### src/pmbpg_pkg.sv
// Behaviour
// - Page values 0x00 to 0x03 steer every paged command to channel 0 to 3; other values except 0xFF are reserved.
// - With page 0xFF a write or send to a global-capable command reaches every channel whose global mask bit is set.
// - Only clear-faults, operation and on/off-config accept page 0xFF; the host uses a real page for all else.
// - Reading a paged command with page 0xFF gives arbitrary data and raises the communication fault flag.
// - Writing a command without global support with page 0xFF is dropped and raises the communication fault flag.
// - Exponent-mantissa linear values are mantissa b[10:0] times two to the exponent b[15:11], both signed.
// - Unsigned linear output-voltage values use all 16 bits as unsigned mantissa with a fixed exponent of -13.
// - The page-select byte is read/write, not paged, and resets to 0x00 with no nonvolatile restore.
// - The global channel mask byte is nonvolatile with default 0x0F and picks the channels of global writes.
// - Mask bits 3 to 0 enable one channel each, 0 ignores global accesses, and bits 7 to 4 read as zero.
package pmbpg_pkg;
    // Command codes of the registers held here
    localparam logic [7:0] CMD_PAGE_SELECT = 8'h00;
    localparam logic [7:0] CMD_PROTECT_LEVEL = 8'h10;
    localparam logic [7:0] CMD_ALT_HOST_COMMAND = 8'hc8;
    localparam logic [7:0] CMD_ALT_HOST0_DATA = 8'hc9;
    localparam logic [7:0] CMD_ALT_HOST1_DATA = 8'hca;
    localparam logic [7:0] CMD_GLOBAL_CHANNEL_MASK = 8'he4;
    localparam logic [7:0] CMD_BUS_ADDRESS_BASE = 8'he6;
    // Reset values
    localparam logic [7:0] PAGE_SELECT_RST = 8'h00;
    localparam logic [7:0] PROTECT_LEVEL_RST = 8'h00;
    localparam logic [3:0] GLOBAL_MASK_RST = 4'hf;
    localparam logic [6:0] BUS_ADDRESS_BASE_RST = 7'h5c;
    localparam logic [15:0] ALT_HOST_RST = 16'h0000;
    // Page values
    localparam logic [7:0] PAGE_GLOBAL = 8'hff;
    localparam int NUM_CHAN = 4;
    localparam logic [7:0] PAGE_LAST = 8'h03;
    // Data returned for reads that have no defined answer
    localparam logic [15:0] ARBITRARY_DATA = 16'h0000;
    // Linear format field layout
    localparam int LIN_EXP_LSB = 11;
    localparam int LIN_EXP_W = 5;
    localparam int LIN_MANT_W = 11;
    localparam logic signed [4:0] LIN_UNSIGNED_EXP = -5'sd13;
endpackage

### src/pmbpg_lin_if.sv
`timescale 1ns/1ps
// Carries a data word to the linear decoder and back
interface pmbpg_lin_if;
    logic [15:0] word;
    logic unsigned_fmt;
    logic signed [16:0] mantissa;
    logic signed [4:0] exponent;
    modport dec (input word, input unsigned_fmt,
                 output mantissa, output exponent);
    modport user (output word, output unsigned_fmt,
                  input mantissa, input exponent);
endinterface

### src/pmbpg_lin_decode.sv
`timescale 1ns/1ps
// Splits a linear data word into mantissa and exponent
module pmbpg_lin_decode (
    // Word in, fields out
    pmbpg_lin_if.dec lin
);
    always_comb begin
        if (lin.unsigned_fmt) begin
            lin.mantissa = signed'({1'b0, lin.word});
            lin.exponent = pmbpg_pkg::LIN_UNSIGNED_EXP;
        end else begin
            lin.mantissa = 17'(signed'(
                lin.word[pmbpg_pkg::LIN_MANT_W-1:0]));
            lin.exponent = signed'(lin.word[pmbpg_pkg::LIN_EXP_LSB +:
                                            pmbpg_pkg::LIN_EXP_W]);
        end
    end
endmodule // pmbpg_lin_decode

### src/pmbpg_page_bank.sv
`timescale 1ns/1ps
// Page select, global mask and fault flag behind the command engine
module pmbpg_page_bank #(
    parameter logic [7:0] OPERATION_CODE = 8'h01,
    parameter logic [7:0] ON_OFF_CONFIG_CODE = 8'h02,
    parameter logic [7:0] CLEAR_FAULTS_CODE = 8'h03
) (
    // Clock and reset
    input wire logic clk_in,
    input wire logic rstn_in,
    // Command requests from the protocol engine
    input wire logic req_valid_in,
    input wire logic req_write_in,
    input wire logic req_paged_in,
    input wire logic req_unsigned_fmt_in,
    input wire logic [7:0] req_code_in,
    input wire logic [15:0] req_wdata_in,
    // Answer to the protocol engine
    output logic rsp_valid_out,
    output logic [15:0] rsp_rdata_out,
    // Channel side
    input wire logic [63:0] chan_rdata_in,
    output logic [3:0] chan_wr_out,
    output logic [3:0] chan_rd_out,
    output logic [7:0] chan_code_out,
    output logic [15:0] chan_wdata_out,
    output logic signed [16:0] chan_mantissa_out,
    output logic signed [4:0] chan_exponent_out,
    // Non-paged commands held elsewhere
    input wire logic [15:0] common_rdata_in,
    output logic common_wr_out,
    output logic common_rd_out,
    // Nonvolatile restore
    input wire logic nvm_load_in,
    input wire logic [3:0] nvm_global_mask_in,
    input wire logic [7:0] nvm_protect_level_in,
    input wire logic [6:0] nvm_bus_address_base_in,
    // State seen by the rest of the device
    output logic [7:0] page_select_out,
    output logic [3:0] global_channel_mask_out,
    output logic [7:0] protect_level_out,
    output logic [6:0] bus_address_base_out,
    output logic communication_fault_out
);
    // Register state
    logic [7:0] page_select_reg, page_select_next;
    logic [3:0] global_mask_reg, global_mask_next;
    logic [7:0] protect_level_reg, protect_level_next;
    logic [6:0] base_reg, base_next;
    logic [15:0] alt_cmd_reg, alt_cmd_next;
    logic [15:0] alt0_reg, alt0_next;
    logic [15:0] alt1_reg, alt1_next;
    logic fault_reg, fault_next;
    // Request answer state
    logic rsp_valid_reg, rsp_valid_next;
    logic [15:0] rsp_rdata_reg, rsp_rdata_next;
    logic [3:0] chan_wr_reg, chan_wr_next;
    logic [3:0] chan_rd_reg, chan_rd_next;
    logic [7:0] code_reg, code_next;
    logic [15:0] wdata_reg, wdata_next;
    logic signed [16:0] mant_reg, mant_next;
    logic signed [4:0] exp_reg, exp_next;
    logic common_wr_reg, common_wr_next;
    logic common_rd_reg, common_rd_next;
    // Decode helpers
    logic page_is_global;
    logic page_is_chan;
    logic fault_set;
    logic fault_clear;

    pmbpg_lin_if lin ();

    // Commands allowed to use the global page
    function automatic logic takes_global(input logic [7:0] code);
        return (code == CLEAR_FAULTS_CODE) || (code == OPERATION_CODE) ||
               (code == ON_OFF_CONFIG_CODE);
    endfunction

    // One strobe bit for the selected channel
    function automatic logic [3:0] chan_onehot(input logic [7:0] page);
        return 4'(4'h1 << page[1:0]);
    endfunction

    // Decoder of the request data word
    assign lin.word = req_wdata_in;
    assign lin.unsigned_fmt = req_unsigned_fmt_in;

    pmbpg_lin_decode u_lin_decode (
        .lin(lin)
    );

    // Page classification
    assign page_is_global = (page_select_reg == pmbpg_pkg::PAGE_GLOBAL);
    assign page_is_chan = (page_select_reg <= pmbpg_pkg::PAGE_LAST);

    // Next values of registers and the answer
    always_comb begin
        page_select_next = page_select_reg;
        global_mask_next = global_mask_reg;
        protect_level_next = protect_level_reg;
        base_next = base_reg;
        alt_cmd_next = alt_cmd_reg;
        alt0_next = alt0_reg;
        alt1_next = alt1_reg;
        rsp_valid_next = 1'b0;
        rsp_rdata_next = rsp_rdata_reg;
        chan_wr_next = 4'h0;
        chan_rd_next = 4'h0;
        code_next = code_reg;
        wdata_next = wdata_reg;
        mant_next = mant_reg;
        exp_next = exp_reg;
        common_wr_next = 1'b0;
        common_rd_next = 1'b0;
        fault_set = 1'b0;
        fault_clear = 1'b0;
        if (nvm_load_in) begin
            global_mask_next = nvm_global_mask_in;
            protect_level_next = nvm_protect_level_in;
            base_next = nvm_bus_address_base_in;
        end
        if (req_valid_in) begin
            rsp_valid_next = 1'b1;
            rsp_rdata_next = pmbpg_pkg::ARBITRARY_DATA;
            code_next = req_code_in;
            wdata_next = req_wdata_in;
            mant_next = lin.mantissa;
            exp_next = lin.exponent;
            if (req_paged_in) begin
                if (page_is_global) begin
                    if (req_write_in && takes_global(req_code_in)) begin
                        // a clear mask bit skips that channel
                        chan_wr_next = global_mask_reg;
                        fault_clear = (req_code_in == CLEAR_FAULTS_CODE);
                    end else begin
                        // global read or refused write answers junk, flags fault
                        fault_set = 1'b1;
                    end
                end else if (page_is_chan) begin
                    // route to the one selected channel
                    if (req_write_in) begin
                        chan_wr_next = chan_onehot(page_select_reg);
                        fault_clear = (req_code_in == CLEAR_FAULTS_CODE);
                    end else begin
                        chan_rd_next = chan_onehot(page_select_reg);
                        rsp_rdata_next =
                            chan_rdata_in[16*page_select_reg[1:0] +: 16];
                    end
                end else begin
                    // Reserved page: nothing reaches a channel
                    fault_set = 1'b1;
                end
            end else begin
                case (req_code_in)
                    pmbpg_pkg::CMD_PAGE_SELECT: begin
                        if (req_write_in) begin
                            page_select_next = req_wdata_in[7:0];
                        end
                        rsp_rdata_next = {8'h00, page_select_reg};
                    end
                    pmbpg_pkg::CMD_PROTECT_LEVEL: begin
                        if (req_write_in) begin
                            protect_level_next = req_wdata_in[7:0];
                        end
                        rsp_rdata_next = {8'h00, protect_level_reg};
                    end
                    pmbpg_pkg::CMD_GLOBAL_CHANNEL_MASK: begin
                        if (req_write_in) begin
                            global_mask_next = req_wdata_in[3:0];
                        end
                        rsp_rdata_next = {12'h000, global_mask_reg};
                    end
                    pmbpg_pkg::CMD_BUS_ADDRESS_BASE: begin
                        if (req_write_in) begin
                            base_next = req_wdata_in[6:0];
                        end
                        rsp_rdata_next = {9'h000, base_reg};
                    end
                    pmbpg_pkg::CMD_ALT_HOST_COMMAND: begin
                        if (req_write_in) begin
                            alt_cmd_next = req_wdata_in;
                        end
                        rsp_rdata_next = alt_cmd_reg;
                    end
                    pmbpg_pkg::CMD_ALT_HOST0_DATA: begin
                        if (req_write_in) begin
                            alt0_next = req_wdata_in;
                        end
                        rsp_rdata_next = alt0_reg;
                    end
                    pmbpg_pkg::CMD_ALT_HOST1_DATA: begin
                        if (req_write_in) begin
                            alt1_next = req_wdata_in;
                        end
                        rsp_rdata_next = alt1_reg;
                    end
                    default: begin
                        // Handled by the common register file
                        common_wr_next = req_write_in;
                        common_rd_next = ~req_write_in;
                        rsp_rdata_next = common_rdata_in;
                    end
                endcase
            end
        end
        // Set beats clear so a same-cycle fault survives
        fault_next = fault_set | (fault_reg & ~fault_clear);
    end

    // Register update
    always_ff @(posedge clk_in or negedge rstn_in) begin
        if (!rstn_in) begin
            page_select_reg <= pmbpg_pkg::PAGE_SELECT_RST;
            global_mask_reg <= pmbpg_pkg::GLOBAL_MASK_RST;
            protect_level_reg <= pmbpg_pkg::PROTECT_LEVEL_RST;
            base_reg <= pmbpg_pkg::BUS_ADDRESS_BASE_RST;
            alt_cmd_reg <= pmbpg_pkg::ALT_HOST_RST;
            alt0_reg <= pmbpg_pkg::ALT_HOST_RST;
            alt1_reg <= pmbpg_pkg::ALT_HOST_RST;
            fault_reg <= 1'b0;
            rsp_valid_reg <= 1'b0;
            rsp_rdata_reg <= 16'h0000;
            chan_wr_reg <= 4'h0;
            chan_rd_reg <= 4'h0;
            code_reg <= 8'h00;
            wdata_reg <= 16'h0000;
            mant_reg <= 17'sh0_0000;
            exp_reg <= 5'sh00;
            common_wr_reg <= 1'b0;
            common_rd_reg <= 1'b0;
        end else begin
            page_select_reg <= page_select_next;
            global_mask_reg <= global_mask_next;
            protect_level_reg <= protect_level_next;
            base_reg <= base_next;
            alt_cmd_reg <= alt_cmd_next;
            alt0_reg <= alt0_next;
            alt1_reg <= alt1_next;
            fault_reg <= fault_next;
            rsp_valid_reg <= rsp_valid_next;
            rsp_rdata_reg <= rsp_rdata_next;
            chan_wr_reg <= chan_wr_next;
            chan_rd_reg <= chan_rd_next;
            code_reg <= code_next;
            wdata_reg <= wdata_next;
            mant_reg <= mant_next;
            exp_reg <= exp_next;
            common_wr_reg <= common_wr_next;
            common_rd_reg <= common_rd_next;
        end
    end

    // Outputs straight from flops
    assign rsp_valid_out = rsp_valid_reg;
    assign rsp_rdata_out = rsp_rdata_reg;
    assign chan_wr_out = chan_wr_reg;
    assign chan_rd_out = chan_rd_reg;
    assign chan_code_out = code_reg;
    assign chan_wdata_out = wdata_reg;
    assign chan_mantissa_out = mant_reg;
    assign chan_exponent_out = exp_reg;
    assign common_wr_out = common_wr_reg;
    assign common_rd_out = common_rd_reg;
    assign page_select_out = page_select_reg;
    assign global_channel_mask_out = global_mask_reg;
    assign protect_level_out = protect_level_reg;
    assign bus_address_base_out = base_reg;
    assign communication_fault_out = fault_reg;
endmodule // pmbpg_page_bank

### config.mk
export PLATFORM = sky130hd
export DESIGN_NAME = pmbpg_page_bank
export DESIGN_NICKNAME = d
export VERILOG_FILES = /design/src/pmbpg_pkg.sv /design/src/pmbpg_lin_if.sv /design/src/pmbpg_lin_decode.sv /design/src/pmbpg_page_bank.sv
export SDC_FILE = /design/constraint.sdc
export NUM_CORES = 1
export LEC_CHECK = 0
export ABC_AREA = 1
export BUFFER_PORTS_ARGS = -buffer_cell sky130_fd_sc_hd__buf_2
export CAP_MARGIN = 25
export CORE_AREA = 2 2 186 133
export CTS_CLUSTER_SIZE = 24
export DETAILED_ROUTE_END_ITERATION = 10
export DIE_AREA = 0 0 188 135
export PLACE_DENSITY = 0.52
export SLEW_MARGIN = 20
export SYNTH_ARGS = -nofsm -noshare
export SYNTH_HDL_FRONTEND = slang
export SYNTH_SLANG_ARGS = --single-unit
export TNS_END_PERCENT = 1
### constraint.sdc
create_clock -name clk_in -period 2.7 [get_ports clk_in]
set_input_delay 0.405 -clock clk_in [delete_from_list [all_inputs] [get_ports clk_in]]
set_output_delay 0.405 -clock clk_in [all_outputs]
set_load 0.05 [all_outputs]
Yosys cells after proc, flatten, opt, wreduce, memory -nomap -nowiden
Index checks and enable logic that the tools add are counted.
{"block": "word_totals", "out_inout_bits": 101, "mem_bits_ro": 0, "elab_cells": 96, "latchBits": 0, "n_memories": 0, "register_bits": 149, "mem_bits_rw": 0, "inputBits": 130}
{"block": "classes", "add_sub_neg": 0, "muxes": 51, "eq_ne": 10, "div": 0, "order_cmp": 1, "n_reduce_logical": 9, "mul": 0, "bitwise_logic": 5, "shifts": 2}
{"cell": "case mux 16 bit (7 select lines)", "count": 1}
{"cell": "two-way mux 16 bit", "count": 4}
{"cell": "two-way mux 4 bit", "count": 16}
{"cell": "variable part select 64 x 7 -> 16 bit", "count": 1}
{"cell": "== test 8 bit (second input constant)", "count": 6}
{"cell": "two-way mux 8 bit", "count": 5}
{"cell": "two-way mux 7 bit", "count": 5}
{"cell": "two-way mux 1 bit", "count": 18}
{"cell": "two-way mux 17 bit", "count": 1}
{"cell": "== test 8 x 2 -> 1 bit (second input constant)", "count": 2}
{"cell": "AND reduction 4 bit", "count": 4}
{"cell": "== test 8 x 1 -> 1 bit (second input constant)", "count": 1}
{"cell": "== test 8 x 5 -> 1 bit (second input constant)", "count": 1}
{"cell": "<= comparator 8 x 2 -> 1 bit (second input constant)", "count": 1}
{"cell": "zero test 8 bit", "count": 1}
{"cell": "OR reduction 7 bit", "count": 1}
{"cell": "two-way mux 5 bit", "count": 1}
{"cell": "left shift 1 x 2 -> 4 bit (first input constant)", "count": 1}
{"cell": "inverter 1 bit", "count": 3}
{"cell": "logical OR 1 bit", "count": 2}
{"cell": "AND 1 bit", "count": 1}
{"cell": "logical AND 1 bit", "count": 1}
{"cell": "bitwise OR 1 bit", "count": 1}

Longest topological paths before layout
Gate-level depths: netlist of run 1.
{"block": "logic_depth", "ltp_word": 11, "ltp_mapped": 12, "depth_no_buf": 11}

Modules after synthesis
From an unflattened synthesis of run 1, not the netlist that was laid out.
{"block": "unflattened", "hier_cells": 959, "hier_area_um2": 7539.7}
{"mod": "pmbpg_page_bank", "cells_each": 927, "n_inst": 1, "seq_area_each_um2": 3738.6, "area_per_inst_um2": 7363.3}
{"mod": "pmbpg_lin_decode", "cells_each": 32, "n_inst": 1, "seq_area_each_um2": 0.0, "area_per_inst_um2": 176.4}

Worst setup path after synthesis of run 1
Ideal clock, no wire load.
{"block": "synth_path", "path_kind": "flip-flop to flip-flop", "start": "register page_select_reg[1], in the netlist page_select_out[1]", "end": "register rsp_rdata_reg[10], in the netlist rsp_rdata_out[10]", "arrival_ns": 1.688, "stages_incl_launch_ff": 9, "t_required_ns": 2.623, "path_slack_ns": 0.935, "period_less_slack_ns": 1.765, "path_cell_list": "dfrtp_1 -> buf_2 -> nand2_1 -> clkinv_1 -> clkbuf_1 -> nand2_1 -> nand4_1 -> a21oi_1 -> a21oi_1"}
{"block": "synth_between", "elab_chain_len": 5}
{"item": "start, declared", "line_no": "pmbpg_page_bank.sv:46", "source": "logic [7:0] page_select_reg, page_select_next;"}
{"item": "start signal, assigned", "line_no": "pmbpg_page_bank.sv:213", "source": "page_select_reg <= pmbpg_pkg::PAGE_SELECT_RST;"}
{"item": "start signal, assigned", "line_no": "pmbpg_page_bank.sv:232", "source": "page_select_reg <= page_select_next;"}
{"item": "variable part select 64 x 7 -> 16 bit", "line_no": "pmbpg_page_bank.sv:147", "source": "chan_rdata_in[16*page_select_reg[1:0] +: 16];"}
{"item": "two-way mux 16 bit", "line_no": "pmbpg_page_bank.sv:141", "source": "if (req_write_in) begin"}
{"item": "two-way mux 16 bit", "line_no": "pmbpg_page_bank.sv:139", "source": "end else if (page_is_chan) begin"}
{"item": "two-way mux 16 bit *", "line_no": "pmbpg_page_bank.sv:130", "source": "if (page_is_global) begin"}
{"item": "two-way mux 16 bit *", "line_no": "pmbpg_page_bank.sv:129", "source": "if (req_paged_in) begin"}
{"item": "end signal, assigned", "line_no": "pmbpg_page_bank.sv:241", "source": "rsp_rdata_reg <= rsp_rdata_next;"}
{"item": "end, declared", "line_no": "pmbpg_page_bank.sv:56", "source": "logic [15:0] rsp_rdata_reg, rsp_rdata_next;"}
Every way passes the cells marked *; elsewhere a longest branch is shown, timed or not.
A chain may end at the register's enable or synchronous reset.

Final worst setup path of run 1
{"block": "layout_path", "start": "register page_select_reg[1], in the netlist page_select_out[1]", "end": "register chan_wr_reg[0], in the netlist chan_wr_out[0]"}
{"block": "layout_between", "elab_chain_len": 6}
{"item": "branches (longest 3 deep; another with <= comparator 8 x 2 -> 1 bit)"}
{"item": "two-way mux 4 bit *", "line_no": "pmbpg_page_bank.sv:130"}
{"item": "two-way mux 4 bit *", "line_no": "pmbpg_page_bank.sv:129"}
{"item": "two-way mux 4 bit *", "line_no": "pmbpg_page_bank.sv:122", "source": "if (req_valid_in) begin"}
{"item": "via chan_wr_next[0]", "line_no": "pmbpg_page_bank.sv:57", "source": "logic [3:0] chan_wr_reg, chan_wr_next;"}
{"item": "end signal, assigned", "line_no": "pmbpg_page_bank.sv:242", "source": "chan_wr_reg <= chan_wr_next;"}
{"item": "end, declared", "line_no": "pmbpg_page_bank.sv:57"}
Mark *: on every way through the listed nets, which the timed path passes.

==> impl_metrics.toml, run 1 <==
[layout]
fill_cells = 2488
final_area_um2 = 8931
syn2layout_area_growth_pct = 27.60
n_antenna_cell = 0
drive_gt1_share_pct = 28.53
final_core_util_pct = 38.06
nNetsFinal = 1228
final_cells = 1429

[timing]
finClkSkew_ns = 0.008953
fin_crit_ns = 2.000
layout_setup_ws_ns = 0.7001
finalHoldViolCount = 0
setup_viol = 0
whs_ns = 0.2234
finalMaxSlewViolations = 0
slew_headroom_pct = 50.91
tightest_slew_ns = 0.7355
rsz0062_at_grt = "false"
clock.fmax_mhz = 500.0
period_share_pct = 74.07
finalSetupTns_ns = 0

[clock_network]
cts_inserted_buffers = 17
root_buffer = "clkbuf_16"
clkTransAtPathRegs_ns = 0.06
postCtsSetupBuffers = 0
cts_tree = "yes"
clock_latency_ns = 0.43
ctsLongestPathBuffers = 2
clock-sinks = 138
post_cts_resized = 0
htree_levels = 4

[setup_path]
crit_chain = "nand2_1 -> clkinv_1 -> nand4_1 -> inv_1 -> nand2_1 -> nand3_1 -> nor2_1"
cp_common_cell = "nand2_1"
slowest_delay_ns = 0.49
worst_path_max_delay_cell = "dfrtp_1"
arrival_ns = 2.34
cp_top_family = "simple AND/OR/NAND/NOR gates"
crit_required_ns = 3.04
critPathMaxFanout = 17
crit_path_end_kind = "flip-flop"
path_buf_inv = 2
worstSetupPathType = "flip-flop to flip-flop"
startpoint_type = "flip-flop"

[power]
vdd_ir_drop_max_mv = 0.4535
powerDensity_nw_per_um2 = 636.3
power_mw = 5.683
p_leak_nw = 4.524

[global_routing]
grt_pass1_wl_um = 38870
grt_pass1_vias = 6569
antenna_found_initial = 0
grt-ovfl-total = 0
grt_max_degree = 67
gr-usage-all-layers_pct = 20.29

[worst_hold_path]
hold_class = "input pin to flip-flop"

[yosys]
yosysUniqueCellTypes = 32
ys_warn_count = 0
netlist.top_cell.by_area = "dfrtp_1"
yosysTopAreaCellShare_pct = 46.48
synth_area_um2 = 6999
synthesis.nets = 1022
synthCells = 892
syn_area_per_cell_um2 = 7.847
ys_top_cells_by_area = "dfrtp_1 (46%), nand2_1 (15%), nand3_1 (5.9%), o21ai_0 (5.2%), nor2_1 (3.9%)"
synth_seq_area_share_pct = 49.48
synth_seq_cells = 138

[route]
drc = 0
vias_per_cell = 4.696
drt_iter0_markers = 428
wl_um = 25300
wl_per_cell_um = 17.70
antenna_left = 0
vias = 6711
firstDrtPassIters = 5

[floorplanning]
die_area_um2 = 25380
die_w_um = 188
io_pins = 231
die_y_um = 135
start_util_pct = 29.83
rows = 47
core_area_um2 = 23460

[job]
max-cap-violations = 0

[place]
port_buffers = 230
place_inst = 1396
pre_cts_slack_ns = 0.4532
dpl-instance-area_um2 = 8339
dp_hpwl_um = 19430
gp_congestion = 0.8322

[outcome]
status = "complete, no violations"
final cells by class:
type	instances	area (um2)	area share, %
clock buffer	22	464.2	5.198
clock inverter	10	117.6	1.317
inverter	68	255.2	2.858
multi-input combinational	634	2993	33.51
sequential	138	3463	38.78
tap	318	397.9	4.455
timing repair buffer	239	1240	13.88
power by group:
| group | total, mW | leakage (nW) | switching, mW | internal (mW) |
|---|---|---|---|---|
| registers | 2.28 | 1.77 | 0.0851 | 2.19 |
| logic | 1.05 | 2.47 | 0.793 | 0.255 |
| clock network | 2.36 | 0.285 | 0.944 | 1.41 |
| total | 5.68 | 4.52 | 1.82 | 3.86 |
Yosys cell counts:
cell and number:
a21oi_1 33, a22oi_1 3, a31oi_1 2, buf_2 20, buf_4 14, buf_6 2, clkbuf_1 16, clkinv_1 2
dfrtp_1 130, dfstp_2 8, inv_1 57, inv_2 9, nand2_1 271, nand2_2 7, nand2_4 2, nand2_8 1
nand3_1 82, nand3_2 2, nand4_1 19, nor2_1 73, nor2_2 6, nor2_4 13, nor2_8 1, nor3_1 3
o211ai_1 5, o21ai_0 73, o21ai_1 22, o22ai_1 1, o31ai_1 1, o32ai_1 12, o41ai_1 1, or2_2 1
layer usage:
layer | vias up | global-route usage (%) | part of all wire [%]
met4 | 0 | 5.162 | 1.3
met1 | 3131 | 28.07 | 48
met5 | - | 0 | 0
met3 | 27 | 5.172 | 6.7
met2 | 218 | 31.75 | 44
li1 | 3335 | - | -
worst reg2reg max path, delay by kind of cell (launching register included):
family	cells	cell delay, ns
buffers and inverters	2	0.56
DFF	1	0.49
and+or+nand+nor	5	0.87
worst paths after layout:
check                                                start                      end  slack (ns)  depth (start not counted)
max in group asynchronous                          rstn_in  bus_address_base_out[2]        1.42                          3
worst max-delay path                    page_select_out[1]           chan_wr_out[0]        0.70                          7
worst min register to register          chan_wdata_out[12]       chan_wdata_out[12]        0.47                          2
min in group asynchronous                          rstn_in    chan_mantissa_out[12]        0.48                          2
worst max register to register          page_select_out[1]           chan_wr_out[0]        0.70                          7
worst min-delay path            nvm_bus_address_base_in[6]  bus_address_base_out[6]        0.22                          3
what timing repair did:
item / CTS / global route
setup endpoints to repair: 0 / 0
hold buffers: 1 / 0
hold endpoints to repair: 46 / 0
cells by family after synthesis:
family / after synthesis / share of synthesized area [%]
and+or+nand+nor: 481 / 30.75
AOI/OAI and AO/OA: 153 / 12.01
DFF: 138 / 49.48
buffers and inverters: 120 / 7.758
placed cells by master, fill, tap and decap left out, drive strengths merged, types with 5 or more instances in the layout:
cell	n
a21oi	33
inv	68
nand4	19
dfstp	8
o211ai	5
clkbuf	22
nand3	84
nand2	281
dfrtp	130
o32ai	12
buf	238
o21ai	95
nor2	93
clkinv	7
No activity file was read; power rests on OpenSTA's default activity.
==> run 2: changes to the inputs <==
Clock period 2.7 ns to 2.09 ns, I/O delays scaled along.
==> impl_metrics.toml, run 2 (same netlist as run 1, synthesis figures left out) <==
[layout]
drive_gt1_share_pct = 29.64
layout_commonest_cell = "nand2_1"
syn2layout_area_growth_pct = 29.55
final_cells = 1445
final_area_um2 = 9067
final_core_util_pct = 38.64
final_cell_mix = "nand2_1 (271), buf_2 (229), dfrtp_1 (130), nand3_1 (82)"
n_antenna_cell = 0
nNetsFinal = 1244

[clock_network]
cts_inserted_buffers = 17
ctsLongestPathBuffers = 2
clkTransAtPathRegs_ns = 0.06
postCtsSetupBuffers = 0
root_buffer = "clkbuf_16"
cts_tree = "yes"
clock_latency_ns = 0.43
htree_levels = 4
clock-sinks = 138

[route]
wl_um = 25690
drc = 0
vias = 6877
firstDrtPassIters = 7
antenna_left = 0
wl_per_cell_um = 17.78
drt_iter0_markers = 498
vias_per_cell = 4.759

[timing]
fin_crit_ns = 1.770
finClkSkew_ns = 0.01161
tightest_slew_ns = 0.4765
layout_setup_ws_ns = 0.3202
finalHoldViolCount = 0
finalMaxSlewViolations = 0
finalSetupTns_ns = 0
setup_viol = 0
whs_ns = 0.1300
period_share_pct = 84.68
rsz0062_at_grt = "false"
slew_headroom_pct = 67.82
clock.fmax_mhz = 565.0

[worst_hold_path]
hold_class = "input pin to flip-flop"
min_delay_path_depth = 3

[floorplanning]
start_util_pct = 29.83
io_pins = 231
rows = 47
core_area_um2 = 23460
die_y_um = 135
die_area_um2 = 25380
die_w_um = 188

[place]
place_inst = 1412
pre_cts_slack_ns = 0.2307
dpl-instance-area_um2 = 8472
dp_hpwl_um = 19980
gp_congestion = 0.8751
port_buffers = 230

[setup_path]
critPathMaxFanout = 13
crit_required_ns = 2.43
arrival_ns = 2.11
crit_path_end_kind = "flip-flop"
worstSetupPathType = "flip-flop to flip-flop"
startpoint_type = "flip-flop"
r2r.worst_path.cells = 6

[global_routing]
gr-usage-all-layers_pct = 20.57
grt_pass1_wl_um = 39250
grt_max_degree = 46
antenna_found_initial = 0
grt-ovfl-total = 0
grt_pass1_vias = 6562

[outcome]
status = "complete, no violations"

[power]
p_leak_nw = 4.609
power_mw = 7.361
powerDensity_nw_per_um2 = 811.8
vdd_ir_drop_max_mv = 0.5601

[job]
max-cap-violations = 0
==> run 2: changes by cell type in the layout (fill, tap and decap cells not counted) <==
cell / before / now
buf_4: 7 / 22
inv_6: 2 / 4
buf_12: 1 / 2
clkbuf_1: 3 / 2
clkbuf_8: 2 / 1
clkinv_2: 3 / 2
clkinv_4: 2 / 3
==> run 2: cell type report <==
cell class                      count  area (um2)
Fill cell                        2474       14400
Sequential cell                   138        3463
Multi-Input combinational cell    634        2993
Timing Repair Buffer              255        1373
Clock buffer                       20       446.7
Tap cell                          318       397.9
Inverter                           68       255.2
Clock inverter                     12       138.9
==> run 2: metal layers <==
layer	vias to the layer above	share of wire, %	track usage [%]
met4	0	1.9	6.562
li1	3361	-	-
met1	3245	46	28.17
met3	30	6.9	5.457
met2	241	45	31.75
met5	-	0	0
==> run 2: worst max-delay path, stage by stage, from the launching register on <==
cell and delay (ns):
dfrtp_1 0.45, or2_2 0.33, nor2_1 0.15, nand3_1 0.11, inv_1 0.30, a21oi_1 0.17, a21oi_1 0.18
==> run 2: worst paths after layout <==
kind	slack [ns]	end	start
worst min register to register	0.46	chan_wdata_out[15]	chan_wdata_out[15]
worst max register to register	0.32	rsp_rdata_out[7]	page_select_out[3]
max in group asynchronous	1.08	global_channel_mask_out[1]	rstn_in
worst max-delay path	0.32	rsp_rdata_out[7]	page_select_out[3]
min in group asynchronous	0.36	chan_mantissa_out[12]	rstn_in
worst min-delay path	0.13	chan_code_out[7]	req_code_in[7]
==> run 2: where the power goes <==
group          total [mW]  internal [mW]  switching (mW)
clock                3.04           1.80            1.24
combinational        1.37          0.342            1.03
sequential           2.95           2.83           0.115
==> run 2: what timing repair did <==
item                                   4_1_cts  5_1_grt
resized for setup                            0        0
hold buffers                                 1        0
endpoints found under the hold margin       34        0
==> run 3: changes to the inputs <==
Clock period 2.09 ns to 1.69 ns, I/O delays scaled along.
==> impl_metrics.toml, run 3 (same netlist as run 1, synthesis figures left out) <==
[outcome]
status = "complete, no violations"

[power]
vdd_ir_drop_max_mv = 0.6746
seq_power_share_pct = 37.9
p_switching_mw = 2.939
comb_power_share_pct = 18.1
p_leak_nw = 4.811
swShare_pct = 30.57
p_int_mw = 6.675
powerDensity_nw_per_um2 = 1013
p_clk_share_pct = 44.0

[global_routing]
grt_pass1_vias = 6654
grt-ovfl-total = 0
grt_max_degree = 68
gr-usage-all-layers_pct = 20.79
grt_pass1_wl_um = 39810
antenna_found_initial = 0

[setup_path]
startpoint_type = "flip-flop"
crit_required_ns = 2.02
arrival_ns = 1.91
reg2reg_from = "page_select_out[7]"
critPathLaunch = "page_select_out[7]"
critPathMaxFanout = 6
worstSetupPathType = "flip-flop to flip-flop"
crit_path_end_kind = "flip-flop"

[layout]
fill_cells = 2466
n_antenna_cell = 0
syn2layout_area_growth_pct = 35.63
layout_commonest_cell = "nand2_1"
final_core_util_pct = 40.46
final_cell_mix = "nand2_1 (270), buf_2 (229), dfrtp_1 (128), nand3_1 (82)"
seq_area_um2 = 3466
drive_gt1_share_pct = 32.06
nNetsFinal = 1271
final_cells = 1472
multiInputGateArea_um2 = 3005
final_area_um2 = 9493

[route]
vias_per_cell = 4.721
wl_per_cell_um = 17.65
firstDrtPassIters = 5
wl_um = 25990
vias = 6950
drt_iter0_markers = 475
antenna_left = 0
drc = 0

[timing]
whs_ns = 0.06364
slew_headroom_pct = 68.33
rsz0062_at_grt = "true"
finalMaxSlewViolations = 0
tightest_slew_ns = 0.4750
period_share_pct = 93.09
finalHoldViolCount = 0
fin_crit_ns = 1.573
finClkSkew_ns = 0.01038
clock.fmax_mhz = 635.6
setup_viol = 0
layout_setup_ws_ns = 0.1167

[job]
max-cap-violations = 0

[place]
gp_congestion = 0.8392
port_buffers = 230
pre_cts_slack_ns = -0.1317
place_inst = 1439
dp_hpwl_um = 20470
dpl-instance-area_um2 = 8802

[clock_network]
clkTransAtPathRegs_ns = 0.06
ctsLongestPathBuffers = 2
clock_latency_ns = 0.43
cts_inserted_buffers = 17
cts_tree = "yes"
htree_levels = 4
clock-sinks = 138
root_buffer = "clkbuf_16"

[floorplanning]
die_area_um2 = 25380
core_area_um2 = 23460
start_util_pct = 29.83
die_w_um = 188
die_y_um = 135
rows = 47
io_pins = 231

[worst_hold_path]
min_from = "nvm_bus_address_base_in[6]"
hold_class = "input pin to flip-flop"
run 3: cell count changes in the layout (fill, tap and decap cells not counted), sizes merged:
cell / previous run / this run
buf: 254 / 281
bufinv: 2 / 5
clkinv: 7 / 3
clkinvlp: 1 / 2
run 3: path summary, 6_finish.rpt:
path	endpoint	slack, ns	cells after the start
worst max-delay path	chan_wr_out[2]	0.12	7
worst min-delay path	bus_address_base_out[6]	0.06	3
worst max register to register	chan_wr_out[2]	0.12	7
worst min register to register	chan_wdata_out[15]	0.46	2
max in group asynchronous	bus_address_base_out[4]	0.71	3
min in group asynchronous	chan_mantissa_out[11]	0.32	2
run 3: critical path, cell delays in order (launching register included):
cell and delay, ns:
dfrtp_1 0.44, buf_4 0.15, nand4_1 0.11, inv_1 0.12, nand4_1 0.23, o21ai_2 0.15, nand2_1 0.11, a21oi_1 0.17
run 3: repair_timing:
| item | in CTS | in global routing |
|---|---|---|
| hold buffers | 1 | 0 |
| hold endpoints to repair | 31 | 0 |
| endpoints found under the setup margin | 0 | 17 |
| resized for setup | 0 | 8 |
| setup buffers | 0 | 0 |
run 3: routing by layer:
layer,vias to the layer above,wire [um],track usage [%]
met3,14,1561,4.574
li1,3417,-,-
met5,-,0,0
met2,231,11850,33.11
met1,3288,12380,29.34
met4,0,190,3.718
run 3: area by class of cell:
type                            count  area share [%]
Tap cell                          318           4.191
Clock buffer                       20           4.811
Sequential cell                   138           36.51
Clock inverter                     12           2.201
Inverter                           68           2.715
Timing Repair Buffer              282           17.91
Multi-Input combinational cell    634           31.66
run 3: power groups by stage:
stage	registers, mW	clock network [mW]	logic (mW)
3_5_place_dp	3.70	0	1.75
6_report	3.64	4.23	1.74
2_1_floorplan	4.26	0	0.514
4_1_cts	3.64	4.31	1.76
5_1_grt	3.66	4.45	1.86
3_3_place_gp	3.70	0	1.75
run 3: stage by stage:
step	setup TNS [ns]	total power, mW
finish	0	9.615
global route	-0.001727	9.981
CTS	0	9.712
detailed placement	-0.8051	5.452
global placement	-0.4776	5.453
floorplan	0	4.778
